File: src/pkg/rmt_pkg.sv
// Purpose: Shared constants of the RAM ECC test-mode block.
// Assumes: Byte data guarded by a 4-bit check code and one overall parity bit.
// Notes: The stored word layout matches the inversion register layout.
package rmt_pkg;
    localparam int DATA_W = 8;
    localparam int CHK_W = 4;
    localparam int WORD_W = 13;
    localparam int INV_DATA_LSB = 0;
    localparam int INV_CHK_LSB = 8;
    localparam int INV_PAR_BIT = 12;
    localparam logic [2:0] KEY_UNLOCK = 3'h7;
    localparam logic [2:0] MODE_NORMAL = 3'h0;
    localparam logic [2:0] MODE_TEST = 3'h1;
    localparam logic [2:0] KEY_RST = 3'h0;
    localparam logic [2:0] MODE_RST = 3'h0;
    localparam logic [12:0] INV_RST = 13'h0000;
    localparam logic [12:0] WORD_RST = 13'h0000;
    localparam logic NOTIFY_RST = 1'b0;
    localparam logic ERR_TYPE_RST = 1'b0;
    localparam logic [15:0] ERR_ADDR_RST = 16'h0000;
    localparam logic [7:0] RDATA_RST = 8'h00;
    // Syndrome column of data bit j sits at bits [4j+3:4j]; check bit i has column 1<<i.
    localparam logic [31:0] H_COLS = {4'hC, 4'hB, 4'hA, 4'h9, 4'h7, 4'h6, 4'h5, 4'h3};
endpackage

File: src/rmt_secded.sv
// Purpose: Encoder and decoder of the byte SEC-DED code.
// Assumes: Word is {parity, check[3:0], data[7:0]}.
// Notes: Purely combinational.
`timescale 1ns/1ps
`default_nettype none
module rmt_secded
    import rmt_pkg::*;
(
    input wire logic [7:0] enc_data,
    output logic [12:0] enc_word,
    input wire logic [12:0] dec_word,
    output logic [7:0] dec_data,
    output logic dec_single,
    output logic dec_double,
    output logic dec_parity_only
);
    logic [3:0] enc_chk;
    logic [3:0] dec_syn;
    logic [7:0] flip;
    logic overall;

    for (genvar gi = 0; gi < CHK_W; gi++) begin : g_chk
        logic [7:0] sel;
        for (genvar gj = 0; gj < DATA_W; gj++) begin : g_sel
            assign sel[gj] = H_COLS[4*gj+gi];
        end
        assign enc_chk[gi] = ^(enc_data & sel);
        assign dec_syn[gi] = (^(dec_word[7:0] & sel)) ^ dec_word[INV_CHK_LSB+gi];
    end

    // Correction follows the syndrome even when the overall parity calls it a double error,
    // so a data bit paired with the parity bit still reads back as written.
    for (genvar gj = 0; gj < DATA_W; gj++) begin : g_flip
        assign flip[gj] = (dec_syn == H_COLS[4*gj+:4]);
    end

    assign enc_word = {^{enc_data, enc_chk}, enc_chk, enc_data};
    assign overall = ^dec_word;
    assign dec_data = dec_word[7:0] ^ flip;
    assign dec_single = (dec_syn != 4'h0) && overall;
    assign dec_double = (dec_syn != 4'h0) && !overall;
    assign dec_parity_only = (dec_syn == 4'h0) && overall;
endmodule
`default_nettype wire

File: config.mk
export PLATFORM = sky130hd
export DESIGN_NAME = rmt_secded
export DESIGN_NICKNAME = d
export VERILOG_FILES = /design/src/pkg/rmt_pkg.sv /design/src/rmt_secded.sv
export SDC_FILE = /design/constraint.sdc
export NUM_CORES = 1
export LEC_CHECK = 0
export BUFFER_PORTS_ARGS = -buffer_cell sky130_fd_sc_hd__buf_2
export CORE_UTILIZATION = 48
export DETAILED_ROUTE_END_ITERATION = 6
export PLACE_DENSITY = 0.9
export SETUP_SLACK_MARGIN = 0.15
export SLEW_MARGIN = 20
export SYNTH_ARGS = -nofsm -noshare
export SYNTH_HDL_FRONTEND = slang
export SYNTH_SLANG_ARGS = --single-unit
File: constraint.sdc
create_clock -name vclk -period 4.55
set_input_delay 0.455 -clock vclk [all_inputs]
set_output_delay 0.455 -clock vclk [all_outputs]
set_load 0.01 [all_outputs]
Word-level counts from Yosys, hierarchy flattened:

Cells that the tools add are included.

* register bits after elaboration: 0
* bits in latches: 0
* bits in writable memories: 0
* word-level logic and storage cells: 29
* input bits: 21
* memories kept: 0
* bits in read-only memories: 0
* output and inout bits: 24

* reductions and logical operators: 16
* multiply operators: 0
* divide/modulo/power cells: 0
* add/sub/neg operators: 0
* $lt $le $gt $ge: 0
* shifts and indexed selects: 0
* equal/unequal tests: 8
* bitwise gates (word level): 5
* mux-type cells: 0

Operator list (number)
* 8-bit parity: 8
* 4-bit == test (second input constant): 4
* 13-bit parity: 1
* 4-bit by 3-bit == test with 1-bit output (second input constant): 3
* 12-bit parity: 1
* 8-bit XOR: 1
* 4-bit by 2-bit == test with 1-bit output (second input constant): 1
* 4-bit zero test: 1
* 4-bit nonzero test: 1
* 1-bit XOR: 4
* 1-bit logical AND: 3
* 1-bit zero test: 1

Depth between registers and ports, before layout:

Gate-level depths: netlist of run 1.

* depth in word-level cells: 4
* mapped depth: 5
* mapped depth without buffers: 4

Worst setup path after synthesis of run 1:

OpenSTA, ideal clock, no wires.

* path type: input-to-output
* from: input dec_word[2]
* to: output dec_data[2]
* path slack: 2305 ps
* data arrival time: 1790 ps
* required time: 4095 ps
* stages: 4
* path buffers: 0
* path through: xor3_2 > xnor3_2 > nor4_1 > xor2_1

* longest elaborated chain between the ends: 4
* elaborated cells on any way between the ends: 6
* those cells by class: eq/ne: 1; bitwise: 3; reduce/logical: 2

RTL lines
* from (decl): line rmt_secded.sv:11 `input wire logic [12:0] dec_word,`
* 8-bit parity: line rmt_secded.sv:28 `assign dec_syn[gi] = (^(dec_word[7:0] & sel)) ^ dec_word[INV_CHK_LSB+gi];`
* 1-bit XOR: line rmt_secded.sv:28
* 4-bit by 3-bit == test with 1-bit output: line rmt_secded.sv:34 `assign flip[gj] = (dec_syn == H_COLS[4*gj+:4]);`
* 8-bit XOR (*): line rmt_secded.sv:39 `assign dec_data = dec_word[7:0] ^ flip;`
* to (decl): line rmt_secded.sv:12 `output logic [7:0] dec_data,`

Every way passes the cells marked *; elsewhere a longest branch is shown, timed or not.

Final worst setup path of run 1:

* from: input dec_word[2]
* to: output dec_data[3]

* longest elaborated chain between the ends: 4
* elaborated cells on any way between the ends: 6
* those cells by class: eq/ne: 1; bitwise: 3; reduce/logical: 2

RTL lines (line)
* 8-bit parity: rmt_secded.sv:28
* 1-bit XOR: rmt_secded.sv:28
* 4-bit by 3-bit == test with 1-bit output (*): rmt_secded.sv:34
* 8-bit XOR (*): rmt_secded.sv:39

Marked as above.

==> results of run 1 <==
area by class of cell:
type	count	share of cell area (%)
tap	14	2.13
multi-input combinational	54	70.5
timing repair buffer	45	27.4
power groups by stage:
stage / logic [W] / registers [W] / clock network [W]
2_1_floorplan: 0.000156 / 0 / 0
3_3_place_gp: 0.000214 / 0 / 0
3_5_place_dp: 0.000216 / 0 / 0
4_1_cts: 0.000217 / 0 / 0
5_1_grt: 0.000234 / 0 / 0
6_report: 0.000216 / 0 / 0
final timing paths:
| check | from | endpoint | cells after the start |
|---|---|---|---|
| worst max-delay path | dec_word[2] | dec_data[3] | 6 |
| worst min-delay path | enc_data[0] | enc_word[0] | 2 |
critical path: cells and delay by family:
family	cells	cell delay, ns
AND/OR/NAND/NOR	1	0.41
buffers and inverters	2	0.26
XOR/XNOR	3	0.96
per-stage QoR:
step	cells	worst slack [ns]	utilization, %	hold WS, ns
2_1_floorplan	64	2.31	-	0.990
6_report	113	2.01	69.4	1.12
3_3_place_gp	113	1.98	69.4	1.12
3_5_place_dp	113	2.02	69.4	1.12
5_1_grt	113	1.87	69.4	1.13
4_1_cts	113	2.02	69.4	1.12
per-layer routing:
layer,vias up,global-route usage (%)
met5,-,0
met4,0,0
met3,0,0
met2,32,29.6
met1,262,25.8
li1,288,-
kinds of logic after synthesis:
logic type / synth area share (%)
AO/OA/AOI/OAI: 3.27
XOR/XNOR: 74.2
AND/OR/NAND/NOR: 8.27
buffers and inverters: 10.8
multiplexers: 3.46
layout by cell type, fill, tap and decap left out:
cell type	synthesis	final
buf_2	2	45
a31oi_1	2	2
nor3_1	1	1
nand3_1	1	1
xnor2_2	1	1
xnor2_1	19	19
xnor3_2	2	2
xor3_2	1	1
a41oi_1	1	1
xor3_1	2	2
xor2_1	11	11
nor4_1	3	3
nand4_1	4	4
mux2_1	2	2
xnor3_1	3	3
xor2_2	1	1
==> results.md, run 1 <==
- Routed WL per cell: roughly 12 µm
- Setup CP Type: in2out
- Int Pwr: ~0.00011 W
- Cell Pwr Density: approximately 260 nW/µm²
- Starting density of the core: a little over half
- Setup total negative slack: 0 ns
- Worst slew margin: approximately two thirds
- Worst-margin pin slew: approximately 0.52 ns
- # clk buffers: 0
- CP arrival: between 2 and 2.5 ns
- Hold Buf Count CTS: 0
- Syn. warnings: 0
- Post-Syn Nets: 85
- Top Metal Used: met3
- Final min period: around 2.5 ns
- Number of remaining DRC errors: 0
- Worst hold path type: in2out
- Post-CTS setup buffer count: 0
- Layout cells sized above 1: between 50% and 60%
- Comb power frac: 100.0%
- Final worst-path cycle share: 55.8%
- Register area share after synthesis: 0%
- RSZ-0062 raised after global routing: no
- Post-synth top area cell: xnor2_1
- Area Overhead vs Synth: 26.5%
- Clock Power Share: 0%
- Post-CTS Resized: 0
- Met3 wire len: about 90 µm
- Switch share: about 51%
- Largest cells by area after synthesis: xnor2_1 26%, xor2_1 15%, xnor3_1 10%
- Post-synth top area share: about a quarter
- Placed instance area: roughly 820 µm²
- Post-synthesis cell count: 64
- Final wirelength: roughly 1.3 mm
- Critical Path Start Type: input port
- Critical Path RT: ~4.1 ns
- Crit. End Element: primary output
- Crit Path Max Fanout: 9
- Diode count: 0
- Final hold viol count: 0
- Worst vdd ir: 177 µV
- Avg Cell Area, Syn: ~10 µm²
- Cell repeated most along the worst path: buf_2
- Storage cell area: 0 µm²
- CP Cell Sequence: buf_2 > xor3_2 > xnor3_2 > nor4_1 > xor2_1 > buf_2
- RD Place Congestion: between 0.8 and 0.9
- DR WL met2: 651 µm
- Core area: between 1000 and 1500 µm²
- Site Rows: 12
- GR Util All Layers: between 10% and 20%
- Final ANT Viol Nets: 0
- Width of the die: just under 40 µm
- Distinct cells, synth: 17
- Post-route cell area: roughly 820 µm²
- First-pass GRT wire length: approximately 1.9 mm
- Vias in the first global route: 423
- Reg power frac: 0%
- Fin nets: between 100 and 150
- PnR Total Power: approximately 0.00022 W
- Max-cap violations: 0
- Top-count cell post-synth: xnor2_1
- Largest net degree at the start of global routing: 10
- Status: finished, final reports clean
- 1st-iter DRT viols: 10
- First-pass DRT Iterations: 4
- Layout fillers: 96
- Switch Pwr: approximately 0.00011 W
- I/O Pins: 45
- Synth Cell Area: 651 µm²
- Slowest CP cell: xor3_2
- Initial antenna violation count: 0
- Peak Freq: roughly 390 MHz
- Synth cell count leaders: 19 x xnor2_1, 11 x xor2_1, 8 x buf_4, 4 x nand4_1
- Routed metal-1 wirelength: just under 600 µm
- Port-buffer cells: 45
- Number of sequential cells: 0
- Die area: approximately 1500 µm²
- Vias/cell: 5.15
- # setup viols final: 0
- Multi-input gate area: ~580 µm²
- Die Ht: between 30 and 40 µm
- Via count: ~580
- Slew Limit Fails: 0
- Remaining Overflow, GRT: 0
- Slowest stage delay, CP: about 0.47 ns
- Leak Pwr: 0.426 nW
No activity file was read; power rests on OpenSTA's default activity.
==> run 2, diff against run 1 <==
CORE_UTILIZATION = 44   (was 48)
PLACE_DENSITY = 0.84   (was 0.9)
clock period = 2.45 ns   (was 4.55 ns; I/O delays follow)
==> results.md, run 2 (synthesized netlist as in run 1, its figures left out) <==
- Status: finished, final reports clean
- Crit. End Element: primary output
- Layout cells sized above 1: 50.5%
- Final min period: between 2 and 2.5 ns
- RSZ-0062 raised after global routing: no
- Post-CTS setup buffer count: 0
- Final ANT Viol Nets: 0
- Cell Pwr Density: ~500 nW/µm²
- Port-buffer cells: between 40 and 50
- Post-CTS Resized: 0
- Worst hold path type: in2out
- Slowest CP cell: xor2_1
- Setup total negative slack: 0 ns
- # clk buffers: 0
- GR Util All Layers: approximately 17%
- Core area: about 1300 µm²
- Commonest non-fill, non-tap cell in the layout: buf_2
- Layout fillers: roughly 130
- Critical Path RT: 2.20 ns
- Largest net degree at the start of global routing: 10
- WHS Endpoint: enc_word[5]
- Post-Layout Cell Count: ~110
- Hold Path Origin: enc_data[5]
- Cell repeated most along the worst path: buf_2
- Fin nets: ~120
- First-pass GRT wire length: between 1.5 and 2 mm
- Die area: between 1500 and 2000 µm²
- Final wirelength: approximately 1.4 mm
- Crit Path Max Fanout: 8
- CP Cell Sequence: buf_2 > xnor3_1 > xor2_1 > a31oi_1 > a41oi_1 > buf_2
- Worst vdd ir: roughly 280 µV
- Max-cap violations: 0
- Worst slew margin: approximately three fifths
- CP arrival: 1.91 ns
- Number of remaining DRC errors: 0
- Int Pwr: 0.000197 W
- Area Overhead vs Synth: 26.7%
- 1st-iter DRT viols: 17
- Final hold viol count: 0
- Most frequent cells in the layout: 45 x buf_2, 19 x xnor2_1, 11 x xor2_1
- RD Place Congestion: ~0.82
- Slew Limit Fails: 0
- Worst-margin pin slew: 0.578 ns
- Reg power frac: 0%
- # setup viols final: 0
- Final worst-path cycle share: approximately nine tenths
- Switch share: between 50% and 60%
- Width of the die: just over 40 µm
- First-pass DRT Iterations: 4
- Dpl hpwl: between 1 and 1.5 mm
- Starting density of the core: 48.8%
- Remaining Overflow, GRT: 0
- Comb power frac: 100.0%
- Setup CP Type: in2out
- Post-route cell area: a little over 800 µm²
- Peak Freq: between 400 and 500 MHz
- Die Ht: a little over 40 µm
- Placed instance area: just over 800 µm²
- Storage cell area: 0 µm²
- Hold depth: 2
- Initial antenna violation count: 0
- Clock Power Share: 0%
- Hold Buf Count CTS: 0
- Switch Pwr: around 0.00021 W
- Vias in the first global route: around 440
- Critical Path Start Type: input port
- Leak Pwr: 0.426 nW
- Placed Cells: between 100 and 150
- Slowest stage delay, CP: 0.53 ns
- Via count: 559
- Site Rows: 13
- Vias/cell: a little under 5
- Worst setup margin: about 0.29 ns
- Routed WL per cell: approximately 12 µm
- I/O Pins: 45
- Diode count: 0
- Worst slack, placed: roughly 0.31 ns
- Number of sequential cells: 0
## run 2: cell counts in the layout (fill, tap and decap cells not counted)
No cell type changed its count.
## run 2: routing by layer
metal | track usage, % | wire [µm]
met5 | 0 | 0
met3 | 0 | 67
met4 | 0 | 0
met1 | 22.5 | 539
met2 | 33.3 | 751
## run 2: power by group through the flow
stage / clock network [W] / registers, W / logic [W]
after CTS: 0 / 0 / 0.000407
after detailed placement: 0 / 0 / 0.000405
after global placement: 0 / 0 / 0.000395
after global routing: 0 / 0 / 0.000442
final: 0 / 0 / 0.000406
after floorplan: 0 / 0 / 0.000291
## run 2: area by class of cell
class                      instances  area (µm²)  share of cell area [%]
timing repair buffer              45         225                    27.3
tap                               15        18.8                    2.28
multi-input combinational         54         581                    70.4
## run 2: worst max-delay path: cells and delay by family
| kind | cells | cell delay, ns |
|---|---|---|
| AOI/OAI and AO/OA | 2 | 0.38 |
| xor gates and xnor gates | 2 | 1.01 |
| buffers and inverters | 2 | 0.28 |
## run 2: metrics by stage
step | util (%) | power, W | hold slack [ns]
floorplan | - | 0.000291 | 0.570
global placement | 61.8 | 0.000395 | 0.700
detailed placement | 61.8 | 0.000405 | 0.708
CTS | 61.8 | 0.000407 | 0.708
global route | 61.8 | 0.000442 | 0.713
finish | 61.8 | 0.000406 | 0.707
## run 2: how the worst max path moves through the flow
| stage | slack (ns) | endpoint | depth (start not counted) | start |
|---|---|---|---|---|
| finish | 0.29 | dec_data[1] | 6 | dec_word[0] |
| global route | 0.16 | dec_data[1] | 6 | dec_word[0] |
| detailed placement | 0.31 | dec_data[1] | 6 | dec_word[0] |
| floorplan | 0.63 | dec_data[2] | 4 | dec_word[2] |
| CTS | 0.30 | dec_data[7] | 6 | dec_word[2] |
| global placement | 0.38 | dec_data[7] | 6 | dec_word[2] |
